--- src/logic/adcsq_pkg.sv ---
// Purpose: constants for the converter sequencer and its ALU
// Assumes: pclk at 100 MHz
// Notes: byte offsets of the APB register words
package adcsq_pkg;
    localparam int CLK_PERIOD_NS = 10;
    localparam int NS_PER_US = 1000;
    localparam int US_CYCLES = (NS_PER_US + CLK_PERIOD_NS - 1) / CLK_PERIOD_NS;
    localparam int DELAY_STEP_US = 50;
    localparam int DELAY_MAX_US = 750;
    localparam int CNT_W = 24;
    localparam int SAMPLE_W = 10;
    localparam int ACC_W = SAMPLE_W + 1;
    localparam int NSAMP_W = 9;
    localparam int MAX_SAMPLES = 256;

    localparam logic [7:0] OFS_SETUP = 8'h00;
    localparam logic [7:0] OFS_DELAY = 8'h04;
    localparam logic [7:0] OFS_WAIT = 8'h08;
    localparam logic [7:0] OFS_RES_HI = 8'h0C;
    localparam logic [7:0] OFS_RES_LO = 8'h10;
    localparam logic [7:0] OFS_MASK = 8'h14;

    // setup word: channel, reference, sample count code, enable
    localparam int SET_CHAN_LSB = 0;
    localparam int SET_REF_BIT = 3;
    localparam int SET_CNT_LSB = 4;
    localparam int SET_EN_BIT = 7;
    // delay word: steps, external trigger, edge, holdoff
    localparam int DLY_STEP_LSB = 0;
    localparam int DLY_EXT_BIT = 4;
    localparam int DLY_EDGE_BIT = 5;
    localparam int DLY_HOLD_BIT = 6;
    // wait word: wait code, bias codes
    localparam int WT_CODE_LSB = 0;
    localparam int WT_BIAS1_LSB = 4;
    localparam int WT_BIAS2_LSB = 6;
    // result high word
    localparam int RH_DATA_LSB = 0;
    localparam int RH_MODE_LSB = 3;
    localparam int RH_SEL_LSB = 5;
    localparam int RH_STAT_BIT = 7;
    localparam int MASK_DONE_BIT = 0;

    localparam logic MASK_RESET = 1'b0;
    localparam logic EDGE_RESET = 1'b1;

    typedef enum logic [1:0] {ADCSQ_NONE = 2'h0, ADCSQ_AVG = 2'h1, ADCSQ_MAX = 2'h2, ADCSQ_MIN = 2'h3} adcsq_mode_e;
    typedef enum logic [1:0] {ADCSQ_RD_AVG = 2'h0, ADCSQ_RD_MIN = 2'h1, ADCSQ_RD_MAX = 2'h2,
        ADCSQ_RD_LAST = 2'h3} adcsq_rdsel_e;

    function automatic int adcsq_wait_us(input logic [3:0] code);
        case (code)
            4'h0: return 20;
            4'h1: return 40;
            4'h2: return 60;
            4'h3: return 80;
            4'h4: return 160;
            4'h5: return 240;
            4'h6: return 320;
            4'h7: return 640;
            4'h8: return 1280;
            4'h9: return 1920;
            4'hA: return 2560;
            4'hB: return 5120;
            4'hC: return 10240;
            4'hD: return 15360;
            default: return 20480;
        endcase
    endfunction

    function automatic logic [NSAMP_W-1:0] adcsq_samples(input logic [2:0] code);
        return (code == 3'h0) ? NSAMP_W'(1) : NSAMP_W'(NSAMP_W'(2) << code);
    endfunction
endpackage

--- src/logic/adcsq_alu.sv ---
// Purpose: running min, max, average and last sample of a cycle
// Assumes: one valid strobe per finished engine conversion
// Notes: average is a pairwise running mean in an 11-bit sum
`timescale 1ns/1ps
`default_nettype none
module adcsq_alu
    import adcsq_pkg::*;
(
    input wire logic pclk,
    input wire logic presetn,
    input wire logic clear,
    input wire logic valid,
    input wire logic [SAMPLE_W-1:0] sample,
    input wire logic [1:0] mode,
    output logic [ACC_W-1:0] acc,
    output logic [SAMPLE_W-1:0] min_val,
    output logic [SAMPLE_W-1:0] max_val,
    output logic [SAMPLE_W-1:0] avg_val,
    output logic [SAMPLE_W-1:0] last_val
);
    typedef struct packed {
        logic first;
        logic [ACC_W-1:0] acc;
        logic [SAMPLE_W-1:0] mn;
        logic [SAMPLE_W-1:0] mx;
        logic [SAMPLE_W-1:0] avg;
        logic [SAMPLE_W-1:0] last;
    } adcsq_alu_s;

    adcsq_alu_s s_reg;
    adcsq_alu_s s_next;
    logic [ACC_W-1:0] sum;

    // carry bit keeps the pairwise sum exact
    assign sum = {1'b0, s_reg.avg} + {1'b0, sample};

    always_comb begin
        s_next = s_reg;
        if (clear) begin
            s_next.first = 1'b1;
            s_next.acc = '0;
        end else if (valid) begin
            s_next.first = 1'b0;
            s_next.last = sample;
            // all three figures kept whatever the mode
            s_next.mn = (s_reg.first || sample < s_reg.mn) ? sample : s_reg.mn;
            s_next.mx = (s_reg.first || sample > s_reg.mx) ? sample : s_reg.mx;
            s_next.avg = s_reg.first ? sample : sum[ACC_W-1:1];
            unique case (adcsq_mode_e'(mode))
                ADCSQ_NONE: s_next.acc = {1'b0, sample};
                ADCSQ_AVG: s_next.acc = s_reg.first ? {1'b0, sample} : sum;
                ADCSQ_MAX: s_next.acc = {1'b0, s_next.mx};
                ADCSQ_MIN: s_next.acc = {1'b0, s_next.mn};
            endcase
        end
    end

    always_ff @(posedge pclk or negedge presetn) begin
        if (!presetn) begin
            s_reg <= '{first: 1'b1, default: '0};
        end else begin
            s_reg <= s_next;
        end
    end

    assign acc = s_reg.acc;
    assign min_val = s_reg.mn;
    assign max_val = s_reg.mx;
    assign avg_val = s_reg.avg;
    assign last_val = s_reg.last;

    a_acc_direct: assert property (@(posedge pclk) disable iff (!presetn)
        valid && !clear && mode == ADCSQ_NONE |=> acc == {1'b0, $past(sample)})
        else $error("direct mode did not load the sample");
endmodule
`default_nettype wire

--- src/logic/adcsq_ctrl.sv ---
// Purpose: sequencer, trigger control and APB registers of the converter
// Assumes: engine answers each start with one eng_done pulse
// Notes: APB reads take no wait state; unmapped offsets give pslverr
//
// Added by the designer: the APB register port and the address map.
`timescale 1ns/1ps
`default_nettype none
module adcsq_ctrl
    import adcsq_pkg::*;
#(
    parameter int CYC_PER_US = US_CYCLES
)
(
    input wire logic pclk,
    input wire logic presetn,
    input wire logic psel,
    input wire logic penable,
    input wire logic pwrite,
    input wire logic [7:0] paddr,
    input wire logic [31:0] pwdata,
    output logic [31:0] prdata,
    output logic pready,
    output logic pslverr,
    input wire logic trigger_input_pin,
    input wire logic input_power_detect,
    input wire logic eng_done,
    input wire logic [SAMPLE_W-1:0] eng_data,
    output logic eng_start,
    output logic [2:0] eng_channel,
    output logic ref_external_sel,
    output logic ref_regulator_en,
    output logic [1:0] bias_one_code,
    output logic [1:0] bias_two_code,
    output logic bias_one_on,
    output logic host_interrupt_pin_n
);
    if (CYC_PER_US < 1 || CYC_PER_US * 20480 >= (1 << CNT_W)) begin : g_chk
        $error("CYC_PER_US out of range");
    end

    localparam logic [CNT_W-1:0] STEP_CYC = CNT_W'(DELAY_STEP_US * CYC_PER_US);

    typedef enum logic [2:0] {S_IDLE = 3'h0, S_ARM = 3'h1, S_DLY = 3'h3, S_CONV = 3'h2,
        S_WAIT = 3'h6, S_DONE = 3'h7} adcsq_st_e;

    typedef struct packed {
        adcsq_st_e st;
        logic [7:0] setup;
        logic [6:0] dly;
        logic [7:0] wt;
        logic [1:0] mode;
        logic [1:0] rdsel;
        logic mask;
        logic en_prev;
        logic status;
        logic int_n;
        logic trig_prev;
        logic start;
        logic [2:0] c_chan;
        logic [NSAMP_W-1:0] c_nsamp;
        logic [1:0] c_mode;
        logic [6:0] c_dly;
        logic [3:0] c_wait;
        logic [CNT_W-1:0] cnt;
        logic [NSAMP_W-1:0] done_n;
        logic [SAMPLE_W-1:0] r_avg;
        logic [SAMPLE_W-1:0] r_min;
        logic [SAMPLE_W-1:0] r_max;
        logic [SAMPLE_W-1:0] r_last;
        logic [31:0] rdata;
        logic err;
    } adcsq_ctrl_s;

    adcsq_ctrl_s s_reg;
    adcsq_ctrl_s s_next;
    logic alu_clear;
    logic [SAMPLE_W-1:0] a_min;
    logic [SAMPLE_W-1:0] a_max;
    logic [SAMPLE_W-1:0] a_avg;
    logic [SAMPLE_W-1:0] a_last;
    logic [SAMPLE_W-1:0] rd_val;
    logic wr_acc;
    logic setup_ph;
    logic mapped;
    logic ext_mode;
    logic trig_active;
    logic trig_edge;
    logic busy;

    adcsq_alu u_alu (
        .pclk(pclk),
        .presetn(presetn),
        .clear(alu_clear),
        .valid(s_reg.st == S_CONV && eng_done),
        .sample(eng_data),
        .mode(s_reg.c_mode),
        .acc(),
        .min_val(a_min),
        .max_val(a_max),
        .avg_val(a_avg),
        .last_val(a_last)
    );

    assign busy = s_reg.st != S_IDLE;
    assign ext_mode = s_reg.c_dly[DLY_EXT_BIT];
    assign trig_active = s_reg.c_dly[DLY_EDGE_BIT] ? trigger_input_pin : ~trigger_input_pin;
    assign trig_edge = (trigger_input_pin != s_reg.trig_prev) && trig_active;
    assign setup_ph = psel && !penable;
    assign wr_acc = psel && penable && pwrite;
    assign mapped = paddr inside {OFS_SETUP, OFS_DELAY, OFS_WAIT, OFS_RES_HI, OFS_RES_LO, OFS_MASK};
    assign alu_clear = s_reg.st == S_IDLE;

    always_comb begin
        unique case (adcsq_rdsel_e'(s_reg.rdsel))
            ADCSQ_RD_AVG: rd_val = s_reg.r_avg;
            ADCSQ_RD_MIN: rd_val = s_reg.r_min;
            ADCSQ_RD_MAX: rd_val = s_reg.r_max;
            ADCSQ_RD_LAST: rd_val = s_reg.r_last;
        endcase
    end

    always_comb begin
        logic go;
        logic [CNT_W-1:0] wcyc;
        go = 1'b0;
        wcyc = CNT_W'(adcsq_wait_us(s_reg.c_wait) * CYC_PER_US);
        s_next = s_reg;
        s_next.start = 1'b0;
        s_next.trig_prev = trigger_input_pin;
        s_next.en_prev = s_reg.setup[SET_EN_BIT];
        // register reads are captured in the setup phase
        if (setup_ph) begin
            s_next.err = !mapped;
            s_next.rdata = '0;
            case (paddr)
                OFS_SETUP: s_next.rdata[7:0] = s_reg.setup;
                OFS_DELAY: s_next.rdata[6:0] = s_reg.dly;
                OFS_WAIT: s_next.rdata[7:0] = s_reg.wt;
                OFS_RES_HI: s_next.rdata[7:0] = {s_reg.status, s_reg.rdsel, s_reg.mode, 1'b0, rd_val[9:8]};
                OFS_RES_LO: s_next.rdata[7:0] = rd_val[7:0];
                OFS_MASK: s_next.rdata[0] = s_reg.mask;
                default: s_next.rdata = '0;
            endcase
        end
        if (wr_acc) begin
            case (paddr)
                OFS_SETUP: s_next.setup = pwdata[7:0];
                OFS_DELAY: s_next.dly = pwdata[6:0];
                OFS_WAIT: s_next.wt = pwdata[7:0];
                OFS_RES_HI: begin
                    // selection and mode stay put while a cycle runs
                    if (!busy) begin
                        s_next.rdsel = pwdata[RH_SEL_LSB +: 2];
                        s_next.mode = pwdata[RH_MODE_LSB +: 2];
                    end
                end
                OFS_MASK: s_next.mask = pwdata[MASK_DONE_BIT];
                default: s_next.err = s_reg.err;
            endcase
        end
        unique case (s_reg.st)
            S_IDLE: begin
                if (s_reg.setup[SET_EN_BIT] && !s_reg.en_prev) begin
                    s_next.st = S_ARM;
                    s_next.status = 1'b1;
                    s_next.int_n = 1'b1;
                    s_next.done_n = '0;
                    // snapshot so a mid-cycle rewrite cannot disturb the run
                    s_next.c_chan = s_reg.setup[SET_CHAN_LSB +: 3];
                    s_next.c_nsamp = adcsq_samples(s_reg.setup[SET_CNT_LSB +: 3]);
                    s_next.c_mode = s_reg.mode;
                    s_next.c_dly = s_reg.dly;
                    s_next.c_wait = s_reg.wt[WT_CODE_LSB +: 4];
                end
            end
            S_ARM: begin
                if (!ext_mode) begin
                    go = 1'b1;
                end else if (trig_edge) begin
                    s_next.st = S_DLY;
                    s_next.cnt = CNT_W'(s_reg.c_dly[DLY_STEP_LSB +: 4]) * STEP_CYC;
                end
            end
            S_DLY: begin
                if (s_reg.cnt != '0) begin
                    s_next.cnt = s_reg.cnt - CNT_W'(1);
                end else if (trig_active) begin
                    go = 1'b1;
                end else begin
                    s_next.st = S_ARM;
                end
            end
            S_CONV: begin
                if (eng_done) begin
                    s_next.done_n = s_reg.done_n + NSAMP_W'(1);
                    if (s_reg.done_n + NSAMP_W'(1) == s_reg.c_nsamp) begin
                        s_next.st = S_DONE;
                    end else begin
                        s_next.st = S_WAIT;
                        s_next.cnt = wcyc;
                    end
                end
            end
            S_WAIT: begin
                if (s_reg.cnt != '0) begin
                    s_next.cnt = s_reg.cnt - CNT_W'(1);
                end else if (!(ext_mode && s_reg.c_dly[DLY_HOLD_BIT])) begin
                    go = 1'b1;
                end else if (trig_active) begin
                    go = 1'b1;
                end else begin
                    s_next.st = S_ARM;
                end
            end
            S_DONE: begin
                // alu took the last sample on the previous edge
                s_next.r_avg = a_avg;
                s_next.r_min = a_min;
                s_next.r_max = a_max;
                s_next.r_last = a_last;
                s_next.status = 1'b0;
                s_next.int_n = s_reg.mask;
                s_next.st = S_IDLE;
            end
            default: s_next.st = S_IDLE;
        endcase
        if (go) begin
            s_next.st = S_CONV;
            s_next.start = 1'b1;
        end
    end

    always_ff @(posedge pclk or negedge presetn) begin
        if (!presetn) begin
            s_reg <= '{st: S_IDLE, mask: MASK_RESET, int_n: 1'b1,
                dly: 7'(EDGE_RESET) << DLY_EDGE_BIT, c_nsamp: NSAMP_W'(1), default: '0};
        end else begin
            s_reg <= s_next;
        end
    end

    assign pready = psel && penable;
    assign prdata = s_reg.rdata;
    assign pslverr = s_reg.err && psel && penable;
    assign eng_start = s_reg.start;
    assign eng_channel = busy ? s_reg.c_chan : s_reg.setup[SET_CHAN_LSB +: 3];
    assign ref_external_sel = s_reg.setup[SET_REF_BIT];
    assign ref_regulator_en = !s_reg.setup[SET_REF_BIT];
    assign bias_one_code = s_reg.wt[WT_BIAS1_LSB +: 2];
    assign bias_two_code = s_reg.wt[WT_BIAS2_LSB +: 2];
    assign bias_one_on = input_power_detect;
    assign host_interrupt_pin_n = s_reg.int_n;

    a_start_state: assert property (@(posedge pclk) disable iff (!presetn)
        eng_start |-> s_reg.st == S_CONV && s_reg.done_n < s_reg.c_nsamp)
        else $error("start outside conversion");
    a_enable_busy: assert property (@(posedge pclk) disable iff (!presetn)
        (s_reg.st == S_IDLE && s_reg.setup[SET_EN_BIT] && !s_reg.en_prev) |=> s_reg.status && busy)
        else $error("enable edge did not start a cycle");
    a_busy_status: assert property (@(posedge pclk) disable iff (!presetn)
        busy && s_reg.st != S_ARM |-> s_reg.status)
        else $error("status low while busy");
    a_done_clears: assert property (@(posedge pclk) disable iff (!presetn)
        s_reg.st == S_DONE |=> !s_reg.status && (host_interrupt_pin_n == $past(s_reg.mask)))
        else $error("done sequence wrong");
    a_chan_hold: assert property (@(posedge pclk) disable iff (!presetn)
        busy && $past(busy) |-> $stable(eng_channel))
        else $error("channel moved during cycle");
    a_rdsel_lock: assert property (@(posedge pclk) disable iff (!presetn)
        busy |=> $stable(s_reg.rdsel))
        else $error("readout select changed while busy");
    a_single_same: assert property (@(posedge pclk) disable iff (!presetn)
        s_reg.st == S_DONE && s_reg.c_nsamp == NSAMP_W'(1)
        |=> s_reg.r_min == s_reg.r_max && s_reg.r_avg == s_reg.r_last && s_reg.r_min == s_reg.r_avg)
        else $error("single sample values differ");
    a_delay_level: assert property (@(posedge pclk) disable iff (!presetn)
        s_reg.st == S_DLY && s_reg.cnt == '0 && !trig_active |=> !eng_start ##0 s_reg.st == S_ARM)
        else $error("start without active trigger level");
    a_sample_count: assert property (@(posedge pclk) disable iff (!presetn)
        s_reg.st == S_CONV && eng_done && s_reg.done_n + NSAMP_W'(1) == s_reg.c_nsamp |=> s_reg.st == S_DONE)
        else $error("cycle did not end at sample count");
    a_ref_select: assert property (@(posedge pclk) disable iff (!presetn)
        ref_external_sel |-> !ref_regulator_en)
        else $error("regulator on with external reference");

    c_ext_cycle: cover property (@(posedge pclk) disable iff (!presetn)
        s_reg.st == S_DLY ##[1:1000] s_reg.st == S_DONE);
    c_max_count: cover property (@(posedge pclk) disable iff (!presetn)
        s_reg.st == S_DONE && s_reg.c_nsamp == NSAMP_W'(MAX_SAMPLES));
    c_holdoff_rearm: cover property (@(posedge pclk) disable iff (!presetn)
        s_reg.st == S_WAIT ##1 s_reg.st == S_ARM);
    c_int_low: cover property (@(posedge pclk) disable iff (!presetn) $fell(host_interrupt_pin_n));
endmodule
`default_nettype wire

--- config.mk ---
export PLATFORM = sky130hd
export DESIGN_NAME = adcsq_ctrl
export DESIGN_NICKNAME = d
export VERILOG_FILES = /design/src/logic/adcsq_pkg.sv /design/src/logic/adcsq_alu.sv /design/src/logic/adcsq_ctrl.sv
export SDC_FILE = /design/constraint.sdc
export NUM_CORES = 1
export LEC_CHECK = 0
export ABC_AREA = 1
export BUFFER_PORTS_ARGS = -buffer_cell sky130_fd_sc_hd__buf_2
export CORE_ASPECT_RATIO = 0.7
export CORE_MARGIN = 4
export CORE_UTILIZATION = 55
export DETAILED_ROUTE_END_ITERATION = 8
export GPL_TIMING_DRIVEN = 1
export PLACE_DENSITY = 0.74
export SYNTH_ARGS = -nofsm -noshare
export SYNTH_HDL_FRONTEND = slang
export SYNTH_SLANG_ARGS = --single-unit
--- constraint.sdc ---
create_clock -name pclk -period 4.05 [get_ports pclk]
set_input_delay 0.81 -clock pclk [delete_from_list [all_inputs] [get_ports pclk]]
set_output_delay 0.81 -clock pclk [all_outputs]
set_load 0.01 [all_outputs]
==> results.json <==
{
  "gp_congestion": 0.929,
  "critical-path-top-delay-family": "adder cells",
  "syn_inst": 1630,
  "rows": 45,
  "cts_hold_buf": 0,
  "boundaryPins": 104,
  "ir_worst_vdd_mv": 0.374,
  "setup_slack_ps": 195,
  "start_util_pct": 55.9,
  "hold_viol": 0,
  "preCtsSetupSlack_ps": 120,
  "setup_violations": 0,
  "layout-drive-gt1-share_pct": 7.84,
  "cp-end-kind": "register",
  "clk_pin_slew_ps": 70,
  "routed_via_density": 5.63,
  "coreArea_mm2": 0.0217,
  "clockRootBuffer": "clkbuf_16",
  "async_flop_share_pct": 100,
  "crit_type": "reg2reg",
  "ys_warn_count": 0,
  "worst-endpoint-required_ps": 4380,
  "powerDensity_mw_per_mm2": 577,
  "grt_max_degree": 93,
  "cts_tree": "yes",
  "drv_cap": 0,
  "cp_cell_sequence": "inv_1, ha_1, nand2_1, inv_1, ha_1, inv_1, fa_1, inv_1, ha_1, ha_1, fa_1, nand3_1, nand3_1, nand2_1, nand3b_1, nand3_1, nand3_1, nand3_1, nand2_1",
  "cp.depth": 19,
  "leakagePower_nw": 6.98,
  "placedCellCount": 1921,
  "grt_use_total_pct": 26.9,
  "critical_path_buf_inv_count": 4,
  "worst_clock_skew_ps": 9.10,
  "routed_wl_um": 32100,
  "clk_latency_ps": 440,
  "outcome": "complete, no violations",
  "hpwl_um": 24300,
  "ff2ff_path_depth": 19,
  "max_stage_delay_ps": 540,
  "dieWidth_um": 185,
  "period_needed_ps": 3850,
  "hold_path_class": "in2async",
  "syn2layout_area_growth_pct": 7.72,
  "synth_enable_flop_cells": 0,
  "ys_seq_area_share_pct": 37.4,
  "overflow": 0,
  "critPathSlowestCell": "fa_1",
  "cts.sinks": 181,
  "setup-tns-final_ps": 0,
  "ys_types": 50,
  "first_pass_iters": 6,
  "grt_pass1_wl_um": 52300,
  "relSlewSlack_pct": 33.2,
  "wl_per_cell_um": 16.4,
  "largest_register_ffs": 123,
  "antenna_found_initial": 0,
  "drt_iter0_markers": 1195,
  "die_h_um": 132,
  "drc": 0,
  "syn_area_per_cell_um2": 7.43,
  "synthesis.area_mm2": 0.0121,
  "startpoint": "s_reg[106]",
  "path_max_fanout": 6,
  "power_mw": 7.53,
  "cts_max_level": 4,
  "worst_slew_pin_slew_ps": 1000,
  "timing.rr.start": "s_reg[106]",
  "startpoint_type": "register",
  "slew_violations": 0,
  "cpMostUsedCell": "nand3_1",
  "cp.arrival_ps": 4190,
  "fin_nets": 1821,
  "cts_buffer_depth": 2,
  "rsz0062_at_grt": "false",
  "grt_pass1_vias": 10059,
  "min_period_over_period_pct": 95.2,
  "synth-seq-cells": 181,
  "fin_cells": 1953,
  "cts_made_buffers": 17,
  "clock.fmax_ghz": 0.259,
  "n_antenna_cell": 0,
  "antenna_left": 0,
  "synth_flop_cell": "dfrtp_1",
  "dieArea_mm2": 0.0245,
  "nFillCells": 1937,
  "vias": 10997,
  "portBuffers": 53
}
-- logic make-up (layout without fill, tap and decap cells) --
kind of cell | Yosys count | after routing | share of synthesized area [%]
flops | 181 | 181 | 37.4
buf+inv | 293 | 311 | 10.5
xor+xnor | 9 | 9 | 0.651
simple gates | 785 | 785 | 28.1
other cells | 1 | 24 | 0.0310
fa+ha+maj | 105 | 105 | 11.6
compound gates | 256 | 256 | 11.7
-- area by class of cell --
class	instances	area, µm²	share of cell area [%]
sequential	181	4540	34.8
tap	282	353	2.70
clock inverter	13	150	1.15
timing repair buffer	64	369	2.83
multi-input combinational	1179	6400	49.0
clock buffer	19	433	3.32
inverter	215	810	6.20
-- Yosys cell counts, drive strengths merged, types with 4 or more instances --
| master | n | area (µm²) |
|---|---|---|
| buf | 48 | 348 |
| clkbuf | 30 | 113 |
| o211ai | 13 | 97.6 |
| xor2 | 6 | 52.6 |
| dfstp | 4 | 105 |
| a211oi | 4 | 30.0 |
| or2 | 7 | 43.8 |
| o21bai | 8 | 60.1 |
| o22ai | 10 | 62.6 |
| nand4 | 35 | 234 |
| nand2 | 465 | 1760 |
| dfrtp | 177 | 4430 |
| nor3 | 15 | 86.3 |
| fa | 12 | 240 |
| inv | 213 | 802 |
| nor2 | 108 | 460 |
| o21ai | 151 | 756 |
| a21oi | 45 | 225 |
| a31oi | 6 | 37.5 |
| nand3 | 145 | 731 |
| o21a | 4 | 30.0 |
| nand3b | 8 | 60.1 |
| ha | 93 | 1160 |
-- power by group --
| group | internal, mW | switching [mW] | leakage, nW |
|---|---|---|---|
| logic | 0.974 | 2.08 | 4.34 |
| registers | 2.35 | 0.443 | 2.36 |
| clock network | 0.920 | 0.761 | 0.277 |
-- routing by layer --
| metal | track usage (%) | vias to the layer above | routed length, µm |
|---|---|---|---|
| met5 | 0 | - | 0 |
| met4 | 6.19 | 0 | 452 |
| met3 | 10.1 | 40 | 3910 |
| met2 | 33.4 | 506 | 12100 |
| met1 | 43.3 | 5137 | 15700 |
| li1 | - | 5314 | - |
-- stage by stage --
step	hold slack (ps)	instance area, µm²	utilization [%]
after floorplan	395	12200	-
after global placement	439	12500	57.5
after detailed placement	444	12500	57.5
after CTS	364	13000	60.2
after global routing	390	13000	60.2
final	360	13000	60.2
-- path summary, 6_finish.rpt --
check                                  end  slack (ps)
setup / recovery                 s_reg[97]         200
hold / removal                   s_reg[99]         360
setup reg to reg                 s_reg[97]         200
hold reg to reg                 s_reg[135]         460
max in group asynchronous  u_alu.s_reg[51]        2810
min in group pclk               s_reg[135]         460
-- repair_timing --
action,in CTS,in global routing
buffers inserted,0,0
gates resized for setup,0,4
setup endpoints to repair,0,8
endpoints found under the hold margin,0,0
-- worst reg2reg max path: cells and delay by family (launching register included) --
kind	cells	cell delay [ps]
simple gates	9	950
fa+ha+maj	6	2110
buf+inv	4	270
flops	1	420
-- cells in the final DEF, fill, tap and decap left out, drive strengths merged --
cell type / n
nand2: 465
inv: 216
dfrtp: 177
o21ai: 151
nand3: 145
nor2: 108
ha: 93
buf: 63
a21oi: 45
nand4: 35
conb: 24
clkbuf: 20
nor3: 15
o211ai: 13
fa: 12
o22ai: 10
nand3b: 8
o21bai: 8
or2: 7
clkinv: 7
xor2: 6
a31oi: 6
a211oi: 4
o21a: 4
dfstp: 4
a21o: 3
o31ai: 3
xnor2: 3
clkinvlp: 3
a22oi: 2
o2111ai: 2
bufinv: 2
o31a: 1
a21boi: 1
nand2b: 1
o221ai: 1
nor4: 1
a41oi: 1
a221oi: 1
Power figures use the tool's default switching activity.
